## src/fsk_pkg.sv

```systemverilog
// Shared constants and types for the modem answer control block
package fsk_pkg;
    // Clock rate and the timer tick that all sequence delays count
    localparam int CLK_HZ   = 40_000_000;
    localparam int TICK_US  = 1000;
    localparam int TICK_CYC = CLK_HZ / 1_000_000 * TICK_US;
    localparam int DIV_W    = 16;

    // Sequence times in milliseconds, as figures of the call sequence
    localparam int BILL_MS  = 2000;   // Billing-delay squelch
    localparam int NOCAR_MS = 10000;  // No-carrier abort after off-hook
    localparam int HOLD_MS  = 100;    // Line-hold retriggerable one-shot
    localparam int CDON_MS  = 150;    // Carrier-detect on-delay
    localparam int RING_MS  = 500;    // Ring silence meaning ring ended

    // Same times as tick counts
    localparam int BILL_TK  = BILL_MS * 1000 / TICK_US;
    localparam int NOCAR_TK = NOCAR_MS * 1000 / TICK_US;
    localparam int HOLD_TK  = HOLD_MS * 1000 / TICK_US;
    localparam int CDON_TK  = CDON_MS * 1000 / TICK_US;
    localparam int RING_TK  = RING_MS * 1000 / TICK_US;

    // Timer bank layout
    localparam int TMR_W    = 14;
    localparam int TMR_N    = 5;
    localparam int T_BILL   = 0;
    localparam int T_NOCAR  = 1;
    localparam int T_HOLD   = 2;
    localparam int T_CDON   = 3;
    localparam int T_RING   = 4;

    // Synchronised pin positions
    localparam int IN_N     = 5;
    localparam int IN_RING  = 0;
    localparam int IN_CAR   = 1;
    localparam int IN_RXD   = 2;
    localparam int IN_TXD   = 3;
    localparam int IN_RTS   = 4;

    // APB register map
    localparam int          ADDR_W     = 12;
    localparam logic [11:0] REG_CTRL   = 12'h000;
    localparam logic [11:0] REG_STATUS = 12'h004;

    // Control register fields
    localparam int         CTRL_W    = 4;
    localparam int         CTRL_ANS  = 0;  // 1 answer, 0 originate
    localparam int         CTRL_LOOP = 1;  // Digital loopback
    localparam int         CTRL_AUTO = 2;  // Automatic answering
    localparam int         CTRL_DATA = 3;  // 1 modem on line, 0 handset
    localparam logic [3:0] CTRL_RST  = 4'h0;

    // Status register fields
    localparam int ST_DSR   = 0;
    localparam int ST_CD    = 1;
    localparam int ST_CTS   = 2;
    localparam int ST_HOLD  = 3;
    localparam int ST_COFF  = 4;  // Carrier-off latch, write 1 clears
    localparam int ST_RING  = 5;
    localparam int ST_STATE = 8;

    localparam logic MARK = 1'b1;

    // Call sequence states
    typedef enum logic [2:0] {
        S_IDLE = 3'b000,
        S_RING = 3'b001,
        S_BILL = 3'b010,
        S_WAIT = 3'b011,
        S_DATA = 3'b100,
        S_MAN  = 3'b101
    } fsk_state_t;
endpackage

```

## src/fsk_tmr_if.sv

```systemverilog
// Carrier between the controller and one sequence timer
`timescale 1ns/100ps
`default_nettype none
interface fsk_tmr_if;
    logic                     start;  // Reload, held high to retrigger
    logic                     tick;   // Timer tick enable
    logic [fsk_pkg::TMR_W-1:0] limit; // Ticks to count
    logic                     done;   // Expired, stays until reload
    modport ctl (output start, output tick, output limit, input done);
    modport tmr (input start, input tick, input limit, output done);
endinterface
`default_nettype wire

```

## src/fsk_ctrl.sv

```systemverilog
// Auto-answer, loopback and line control around an FSK modem
//
// Added by the designer: the placing of the registers and the APB interface to the registers.
`timescale 1ns/100ps
`default_nettype none
module fsk_ctrl #(
    parameter int TICK_CYCLES = fsk_pkg::TICK_CYC,
    parameter int BILL_TICKS  = fsk_pkg::BILL_TK,
    parameter int NOCAR_TICKS = fsk_pkg::NOCAR_TK,
    parameter int HOLD_TICKS  = fsk_pkg::HOLD_TK,
    parameter int CDON_TICKS  = fsk_pkg::CDON_TK,
    parameter int RING_TICKS  = fsk_pkg::RING_TK
) (
    // APB clock and reset
    input  wire logic        pclk,
    input  wire logic        presetn,
    // APB slave
    input  wire logic        psel,
    input  wire logic        penable,
    input  wire logic        pwrite,
    input  wire logic [11:0] paddr,
    input  wire logic [31:0] pwdata,
    output logic      [31:0] prdata,
    output logic             pready,
    output logic             pslverr,
    // Line and modem chip side
    input  wire logic        ring_detect_in,
    input  wire logic        carrier_present,
    input  wire logic        rx_demod_data,
    output logic             tx_mod_data,
    output logic             tx_squelch,
    output logic             answer_mode_out,
    output logic             off_hook,
    output logic             loop_current_on,
    output logic             line_to_modem,
    // Data terminal side
    input  wire logic        terminal_tx_serial,
    input  wire logic        request_to_send_in,
    output logic             rx_data_out,
    output logic             clear_to_send,
    output logic             data_set_ready,
    output logic             carrier_detect_out,
    output logic             connect_led
);
    // Synchronised pins
    logic [fsk_pkg::IN_N-1:0] in_s;
    wire  ring_s = in_s[fsk_pkg::IN_RING];
    wire  car_s  = in_s[fsk_pkg::IN_CAR];
    wire  rxd_s  = in_s[fsk_pkg::IN_RXD];
    wire  txd_s  = in_s[fsk_pkg::IN_TXD];
    wire  rts_s  = in_s[fsk_pkg::IN_RTS];

    // Every pin input crosses in through two flops
    fsk_sync2 #(.W(fsk_pkg::IN_N)) u_sync (
        .pclk    (pclk),
        .presetn (presetn),
        .d       ({request_to_send_in, terminal_tx_serial,
                   rx_demod_data, carrier_present, ring_detect_in}),
        .q       (in_s)
    );

    // Tick divider, one-cycle enable every millisecond
    logic [fsk_pkg::DIV_W-1:0] div_r;
    logic                      tick_r;
    wire  div_end = (div_r ==
                     fsk_pkg::DIV_W'(TICK_CYCLES - 1));

    // Divider counts on the single clock, no derived clock
    always_ff @(posedge pclk or negedge presetn) begin
        if (!presetn) begin
            div_r  <= '0;
            tick_r <= 1'b0;
        end else begin
            div_r  <= div_end ? '0 : div_r + 1'b1;
            tick_r <= div_end;
        end
    end

    // Control register and derived selections
    logic [fsk_pkg::CTRL_W-1:0] ctrl_r;
    wire  ans_sel  = ctrl_r[fsk_pkg::CTRL_ANS];
    wire  loop_sel = ctrl_r[fsk_pkg::CTRL_LOOP];
    wire  auto_en  = ctrl_r[fsk_pkg::CTRL_AUTO];
    wire  data_sel = ctrl_r[fsk_pkg::CTRL_DATA];

    // Sequencer state
    fsk_pkg::fsk_state_t st_r;
    fsk_pkg::fsk_state_t st_nxt;

    // Timer bank, one instance per sequence delay
    fsk_tmr_if tif [fsk_pkg::TMR_N] ();

    genvar gi;
    generate
        for (gi = 0; gi < fsk_pkg::TMR_N; gi++) begin : g_tmr
            assign tif[gi].tick = tick_r;
            fsk_timer u_tmr (
                .pclk    (pclk),
                .presetn (presetn),
                .tb      (tif[gi])
            );
        end
    endgenerate

    // Off-hook states of the automatic call; S_MAN is off-hook too but not counted
    wire  in_call  = (st_r == fsk_pkg::S_BILL) ||
                     (st_r == fsk_pkg::S_WAIT) ||
                     (st_r == fsk_pkg::S_DATA);

    // Timer loads; each reloads while its condition is not met
    assign tif[fsk_pkg::T_BILL].limit  = fsk_pkg::TMR_W'(BILL_TICKS);
    assign tif[fsk_pkg::T_NOCAR].limit = fsk_pkg::TMR_W'(NOCAR_TICKS);
    assign tif[fsk_pkg::T_HOLD].limit  = fsk_pkg::TMR_W'(HOLD_TICKS);
    assign tif[fsk_pkg::T_CDON].limit  = fsk_pkg::TMR_W'(CDON_TICKS);
    assign tif[fsk_pkg::T_RING].limit  = fsk_pkg::TMR_W'(RING_TICKS);
    // Billing delay runs only inside its own state
    assign tif[fsk_pkg::T_BILL].start  = (st_r != fsk_pkg::S_BILL);
    // No-carrier window counts from going off-hook
    assign tif[fsk_pkg::T_NOCAR].start = !in_call;
    // Hold one-shot is retriggered by every cycle of carrier
    assign tif[fsk_pkg::T_HOLD].start  = car_s;
    // On-delay needs carrier present without a break
    assign tif[fsk_pkg::T_CDON].start  = !car_s;
    // Ring end is a quiet gap after the last ring burst
    assign tif[fsk_pkg::T_RING].start  = ring_s;

    wire  bill_done  = tif[fsk_pkg::T_BILL].done;
    wire  nocar_done = tif[fsk_pkg::T_NOCAR].done;
    wire  hold_done  = tif[fsk_pkg::T_HOLD].done;
    wire  cdon_done  = tif[fsk_pkg::T_CDON].done;
    wire  ring_done  = tif[fsk_pkg::T_RING].done;

    // Abort causes
    wire  no_resp  = (st_r == fsk_pkg::S_WAIT) && nocar_done;
    wire  car_lost = (st_r == fsk_pkg::S_DATA) && hold_done;

    // Sequencer next state
    always_comb begin
        st_nxt = st_r;
        case (st_r)
            fsk_pkg::S_IDLE: begin
                // Ringing only matters when answering automatically
                if (auto_en && ans_sel && ring_s) begin
                    st_nxt = fsk_pkg::S_RING;
                end else if (!auto_en && data_sel) begin
                    st_nxt = fsk_pkg::S_MAN;
                end
            end
            fsk_pkg::S_RING: begin
                if (!auto_en) begin
                    st_nxt = fsk_pkg::S_IDLE;
                end else if (ring_done && !ring_s) begin
                    st_nxt = fsk_pkg::S_BILL;
                end
            end
            fsk_pkg::S_BILL: begin
                if (!auto_en) begin
                    st_nxt = fsk_pkg::S_IDLE;
                end else if (bill_done) begin
                    st_nxt = fsk_pkg::S_WAIT;
                end
            end
            fsk_pkg::S_WAIT: begin
                // Answer tone out, waiting for the originate carrier
                if (!auto_en || no_resp) begin
                    st_nxt = fsk_pkg::S_IDLE;
                end else if (cdon_done) begin
                    st_nxt = fsk_pkg::S_DATA;
                end
            end
            fsk_pkg::S_DATA: begin
                if (!auto_en || car_lost) begin
                    st_nxt = fsk_pkg::S_IDLE;
                end
            end
            fsk_pkg::S_MAN: begin
                // Back to handset when software leaves data mode
                if (auto_en || !data_sel) begin
                    st_nxt = fsk_pkg::S_IDLE;
                end
            end
            default: begin
                st_nxt = fsk_pkg::S_IDLE;
            end
        endcase
    end

    // Next values of the handshake and line outputs
    wire  hook_nxt = (st_nxt == fsk_pkg::S_BILL) ||
                     (st_nxt == fsk_pkg::S_WAIT) ||
                     (st_nxt == fsk_pkg::S_DATA) ||
                     (st_nxt == fsk_pkg::S_MAN);
    // Transmitter stays quiet until the billing delay is over
    wire  talk_nxt = (st_nxt == fsk_pkg::S_WAIT) ||
                     (st_nxt == fsk_pkg::S_DATA) ||
                     (st_nxt == fsk_pkg::S_MAN);
    wire  cd_nxt   = (st_nxt == fsk_pkg::S_DATA) ||
                     ((st_nxt == fsk_pkg::S_MAN) && cdon_done);

    // Registered outputs
    logic cd_r;
    logic cts_r;
    logic dsr_r;
    logic hook_r;
    logic squelch_r;
    logic txd_r;
    logic rxd_r;
    logic led_r;
    logic line_r;
    logic ans_r;
    logic hold_r;    // Loop-current latch
    logic coff_r;    // Carrier-off latch

    // Clear to send needs carrier detect already up a cycle
    wire  cts_seq  = cd_r && cd_nxt;
    wire  cts_nxt  = loop_sel ? rts_s : cts_seq;
    // Mark tone is held until data may flow
    wire  txd_seq  = cts_seq ? txd_s : fsk_pkg::MARK;
    wire  txd_nxt  = loop_sel ? rxd_s : txd_seq;
    wire  rxd_nxt  = loop_sel ? txd_s : rxd_s;

    // Latch events
    wire  hold_set = hook_nxt && !hook_r;
    wire  hold_clr = car_lost || no_resp || !hook_nxt;
    wire  coff_set = car_lost || no_resp;

    // APB decode
    wire  sel_ctrl = (paddr == fsk_pkg::REG_CTRL);
    wire  sel_stat = (paddr == fsk_pkg::REG_STATUS);
    wire  mapped   = sel_ctrl || sel_stat;
    wire  setup    = psel && !penable;
    wire  access   = psel && penable && pready;
    wire  wr_ctrl  = access && pwrite && sel_ctrl;
    wire  wr_stat  = access && pwrite && sel_stat;
    wire  coff_clr = wr_stat && pwdata[fsk_pkg::ST_COFF];

    // Status word showing the block's own state
    wire [31:0] stat_w = {20'h0_0000, 1'b0, st_r,
                          2'b00, ring_s, coff_r, hold_r,
                          cts_r, cd_r, dsr_r};
    wire [31:0] ctrl_w = {28'h000_0000, ctrl_r};
    wire [31:0] rd_mux = sel_ctrl ? ctrl_w :
                         sel_stat ? stat_w : 32'h0000_0000;

    // Sequencer and call outputs; abort returns them all to idle together, except clear to send in loopback
    always_ff @(posedge pclk or negedge presetn) begin
        if (!presetn) begin
            st_r      <= fsk_pkg::S_IDLE;
            cd_r      <= 1'b0;
            cts_r     <= 1'b0;
            dsr_r     <= 1'b0;
            hook_r    <= 1'b0;
            squelch_r <= 1'b1;
            led_r     <= 1'b0;
            line_r    <= 1'b0;
        end else begin
            st_r      <= st_nxt;
            cd_r      <= cd_nxt;
            cts_r     <= cts_nxt;
            dsr_r     <= hook_nxt;
            hook_r    <= hook_nxt;
            squelch_r <= !talk_nxt;
            led_r     <= cd_nxt && hook_nxt;
            line_r    <= hook_nxt;
        end
    end

    // Data path flops, loopback switched on the fly
    always_ff @(posedge pclk or negedge presetn) begin
        if (!presetn) begin
            txd_r <= fsk_pkg::MARK;
            rxd_r <= fsk_pkg::MARK;
            ans_r <= 1'b0;
        end else begin
            txd_r <= txd_nxt;
            rxd_r <= rxd_nxt;
            ans_r <= ans_sel;
        end
    end

    // Loop-current latch: set on going off-hook, cleared on drop
    always_ff @(posedge pclk or negedge presetn) begin
        if (!presetn) begin
            hold_r <= 1'b0;
        end else if (hold_clr) begin
            hold_r <= 1'b0;
        end else if (hold_set) begin
            hold_r <= 1'b1;
        end
    end

    // Carrier-off latch; a new loss wins over a software clear
    always_ff @(posedge pclk or negedge presetn) begin
        if (!presetn) begin
            coff_r <= 1'b0;
        end else if (coff_set) begin
            coff_r <= 1'b1;
        end else if (coff_clr) begin
            coff_r <= 1'b0;
        end
    end

    // Control register, written at the APB access edge only
    always_ff @(posedge pclk or negedge presetn) begin
        if (!presetn) begin
            ctrl_r <= fsk_pkg::CTRL_RST;
        end else if (wr_ctrl) begin
            ctrl_r <= pwdata[fsk_pkg::CTRL_W-1:0];
        end
    end

    // APB answer: one wait-free access phase, error when unmapped
    always_ff @(posedge pclk or negedge presetn) begin
        if (!presetn) begin
            pready  <= 1'b0;
            pslverr <= 1'b0;
            prdata  <= 32'h0000_0000;
        end else begin
            pready  <= setup;
            pslverr <= setup && !mapped;
            prdata  <= (setup && !pwrite) ? rd_mux : 32'h0000_0000;
        end
    end

    // Output ports, each straight from a flop
    assign tx_mod_data        = txd_r;
    assign tx_squelch         = squelch_r;
    assign answer_mode_out    = ans_r;
    assign off_hook           = hook_r;
    assign loop_current_on    = hold_r;
    assign line_to_modem      = line_r;
    assign rx_data_out        = rxd_r;
    assign clear_to_send      = cts_r;
    assign data_set_ready     = dsr_r;
    assign carrier_detect_out = cd_r;
    assign connect_led        = led_r;
endmodule
`default_nettype wire

```

## src/fsk_sync2.sv

```systemverilog
// Two flip-flop synchroniser for pin inputs
`timescale 1ns/100ps
`default_nettype none
module fsk_sync2 #(
    parameter int W = 1
) (
    // Clock and reset
    input  wire logic         pclk,
    input  wire logic         presetn,
    // Async in, synchronised out
    input  wire logic [W-1:0] d,
    output logic      [W-1:0] q
);
    logic [W-1:0] meta_r;  // First stage, read only by second stage
    logic [W-1:0] q_r;     // Second stage

    // Two stages so metastability settles before logic looks
    always_ff @(posedge pclk or negedge presetn) begin
        if (!presetn) begin
            meta_r <= '0;
            q_r    <= '0;
        end else begin
            meta_r <= d;
            q_r    <= meta_r;
        end
    end

    assign q = q_r;
endmodule
`default_nettype wire

```

## src/fsk_timer.sv

```systemverilog
// Retriggerable down-counting timer for the call sequence
`timescale 1ns/100ps
`default_nettype none
module fsk_timer (
    // Clock and reset
    input  wire logic pclk,
    input  wire logic presetn,
    // Control from the sequencer
    fsk_tmr_if.tmr    tb
);
    logic [fsk_pkg::TMR_W-1:0] cnt_r;   // Remaining ticks
    logic                      run_r;   // Counting
    logic                      done_r;  // Expired flag

    // Reload wins over counting, so a held start retriggers
    always_ff @(posedge pclk or negedge presetn) begin
        if (!presetn) begin
            cnt_r  <= '0;
            run_r  <= 1'b0;
            done_r <= 1'b0;
        end else if (tb.start) begin
            cnt_r  <= tb.limit;
            run_r  <= 1'b1;
            done_r <= 1'b0;
        end else if (run_r && tb.tick) begin
            if (cnt_r <= 1) begin
                // Last tick ends the interval
                cnt_r  <= '0;
                run_r  <= 1'b0;
                done_r <= 1'b1;
            end else begin
                cnt_r <= cnt_r - 1'b1;
            end
        end
    end

    assign tb.done = done_r;
endmodule
`default_nettype wire

```

## config.mk

```make
export PLATFORM = sky130hd
export DESIGN_NAME = fsk_ctrl
export DESIGN_NICKNAME = d
export VERILOG_FILES = /design/src/fsk_pkg.sv /design/src/fsk_tmr_if.sv /design/src/fsk_ctrl.sv /design/src/fsk_sync2.sv /design/src/fsk_timer.sv
export SDC_FILE = /design/constraint.sdc
export NUM_CORES = 1
export LEC_CHECK = 0
export ABC_AREA = 1
export BUFFER_PORTS_ARGS = -buffer_cell sky130_fd_sc_hd__buf_4
export CORE_UTILIZATION = 60
export DETAILED_ROUTE_END_ITERATION = 7
export PLACE_DENSITY = 0.82
export SYNTH_ARGS = -nofsm -noshare
export SYNTH_HDL_FRONTEND = slang
export SYNTH_HIERARCHICAL = 1
export SYNTH_SLANG_ARGS = --single-unit
```

## constraint.sdc

```tcl
create_clock -name pclk -period 2.2 [get_ports pclk]
set_input_delay 0.33 -clock pclk [delete_from_list [all_inputs] [get_ports pclk]]
set_output_delay 0.33 -clock pclk [all_outputs]
set_load 0.02 [all_outputs]
```

==> summary.txt <==
Outcome
  • Status: complete, no violations

Worst setup path
  • Critical path class: flip-flop to flip-flop
  • WP data arrival: 2.19 ns
  • Worst R2R Path Depth: 10
  • R2r setup slk: 0.33 ns
  • R2r startpoint: st_r[1]$_DFF_PN0_
  • R2r endpoint: g_tmr[1].u_tmr/cnt_r[4]$_DFFE_PN0P_
  • Crit-path max FO: 18
  • Crit. End Element: flip-flop
  • Startpoint types: flip-flop
  • Critical Path RT: 2.52 ns

Placed design
  • Placed Cells: 1374
  • Post-detail-place hpwl: 12.7 mm
  • GP Congestion: 0.873
  • Port bufs: 48
  • Placement Cell Area: 9310 sq um

Layout
  • Commonest non-fill, non-tap cells in the layout: nand2_1 (315), dfrtp_1 (132), inv_1 (125)
  • # diodes: 0
  • Fin util: 0.715
  • Area grow syn2layout: 15.6%
  • Final nets: 1284
  • Commonest non-fill, non-tap cell in the layout: nand2_1
  • Share of post-route cells with drive strength above 1: 0.183
  • Fin area: 9960 sq um
  • Final std cells w/o fill: 1412

Global route
  • All-Layer GR Usage: 0.266
  • Largest net degree at the start of global routing: 48
  • Initial antenna violation count: 0
  • Total grt overflow: 0
  • Vias in the first global route: 6776
  • First-pass GRT wire length: 30.7 mm

Clock network
  • # H-tree levels: 4
  • Post-CTS Setup Bufs: 0
  • CTS tree: built
  • Clock Tree Root: clkbuf_16
  • Number of clock sinks: 135
  • Worst skew pair latency: 0.43 ns
  • Worst-path clk slew: 0.06 ns
  • Clk buf depth: 2
  • TritonCTS Buffers: 17

Hold path
  • Hold_sp: penable
  • Hold path cells: 2
  • Worst Hold Path EP: pready$_DFF_PN0_
  • Hold Crit Class: primary input to flip-flop

Die
  • Site Rows: 43
  • Die span in y: 122 um
  • I/O Pins: 99
  • Initial Util: 0.618
  • Die ar.: 14800 sq um
  • Die width: 122 um
  • Core area: 13900 sq um

Timing
  • Final Setup Violations: 0
  • FMAX: 534 MHz
  • Fin. max-slew vios: 0
  • Final Hold Fails: 0
  • Hold slack: 0.102 ns
  • Worst Skew: 0.00886 ns
  • Crit share post-route: 0.851
  • Tmin final: 1.87 ns
  • Unrepaired setup endpoints after global routing: false
  • Setup TNS after final layout: 0 ns

Yosys
  • Yosys reg bits: 135
  • Distinct cell type count after synthesis: 41
  • Sequential area share after synthesis: 0.393
  • Synthesized netlist cell count: 1086
  • Synth warn: 6
  • Post-synthesis average cell area: 7.93 sq um
  • Cell Area, Synth: 8620 sq um
  • Yosys top cell by area: dfrtp_1
  • Largest cells by area after synthesis: dfrtp_1 (38%), nand2_1 (14%), inv_1 (5.4%)
  • Area share of the largest cell type after synthesis: 0.383

Routing
  • DRC viols: 0
  • Initial DRC count: 401
  • DR pass1 iterations: 6
  • Final ANT Viol Nets: 0
  • Avg WL per Cell: 12.7 um
  • Final wirelength: 17.9 mm
  • Vias per cell: 4.98
  • Via count: 7034

Power
  • PD cells: 877 nW/um^2
  • LEAKAGE: 5.00 nW
  • Maximum VDD drop: 0.700 mV

Flow run
  • Max-Cap Viols: 0
==> state kept, by name, summed over array words and instances, names as in the netlist, 3 cells and up <==
register and cells:
g_tmr.u_tmr/tb.done 5, u_sync/q 5, prdata 9, ctrl_r 4, g_tmr.u_tmr/cnt_r 70, div_r 16
u_sync/meta_r 5, g_tmr.u_tmr/run_r 5, st_r 3
==> power by group <==
group,switching (mW),internal (mW)
registers,0.443,2.90
clock network,1.14,1.71
logic,1.65,0.906
==> synth_stat cells, drive strengths merged <==
library cell	instances
o21a	1
nor4	2
a41oi	1
nand2	348
conb	2
or2	6
nor3b	1
nor3	14
dfrtp	132
buf	40
nand3	78
dfstp	3
o21ai	56
ha	11
xnor2	6
nand3b	10
nand4	16
a21boi	2
o21bai	35
clkinv	1
nor2	139
a21oi	15
inv	135
xor2	32
==> per-layer routing <==
layer	GRT usage	vias up	wire [um]
met5	0	-	0
met4	0.127	0	501
met3	0.0566	37	881
met2	0.445	185	8700
met1	0.327	3239	7860
li1	-	3573	-
==> kinds of logic after synthesis <==
logic type | Yosys count | synth area share
simple gates | 614 | 0.374
buf+inv | 176 | 0.0985
compound gates | 110 | 0.0793
flops | 135 | 0.393
other cells | 2 | 0.000872
xor+xnor | 38 | 0.0386
fa+ha+maj | 11 | 0.0160
==> repair_timing <==
item / 4_1_cts / 5_1_grt
endpoints found under the setup margin: 0 / 0
resized for setup: 0 / 0
hold endpoints to repair: 49 / 0
hold buffers: 6 / 0
==> cell type report <==
type                    instances  area, sq um
inverters                     136          523
multi-input cells             866         4730
fillers                      1032         3970
clock buffers                  19          443
well taps                     180          225
flip-flops and latches        135         3380
repair buffers                 63          517
clock inverters                13          146
==> how the worst max path moves through the flow <==
stage	start	endpoint	slack, ns
finish	st_r[1]$_DFF_PN0_	g_tmr[1].u_tmr/cnt_r[4]$_DFFE_PN0P_	0.33
global route	st_r[1]$_DFF_PN0_	g_tmr[1].u_tmr/cnt_r[4]$_DFFE_PN0P_	0.17
CTS	st_r[1]$_DFF_PN0_	g_tmr[1].u_tmr/cnt_r[4]$_DFFE_PN0P_	0.35
detailed placement	st_r[1]$_DFF_PN0_	g_tmr[1].u_tmr/cnt_r[4]$_DFFE_PN0P_	0.38
global placement	st_r[0]$_DFF_PN0_	g_tmr[1].u_tmr/cnt_r[4]$_DFFE_PN0P_	0.46
floorplan	st_r[1]$_DFF_PN0_	g_tmr[1].u_tmr/cnt_r[5]$_DFFE_PN0P_	0.73
==> per-stage QoR <==
stage / setup WS, ns / power [mW]
2_1_floorplan: 0.731 / 5.38
3_3_place_gp: 0.461 / 5.80
3_5_place_dp: 0.378 / 5.88
4_1_cts: 0.348 / 8.77
5_1_grt: 0.166 / 9.28
6_report: 0.327 / 8.74
==> critical path: stages, from the launching register on <==
cell     delay (ns)
dfrtp_1        0.48
inv_2          0.07
nand3_1        0.07
inv_1          0.07
a21oi_1        0.30
inv_4          0.11
nand2_4        0.22
nand4_1        0.17
xnor2_1        0.16
nand2_1        0.06
nand2_1        0.04
(Power assumes the default switching activity.)
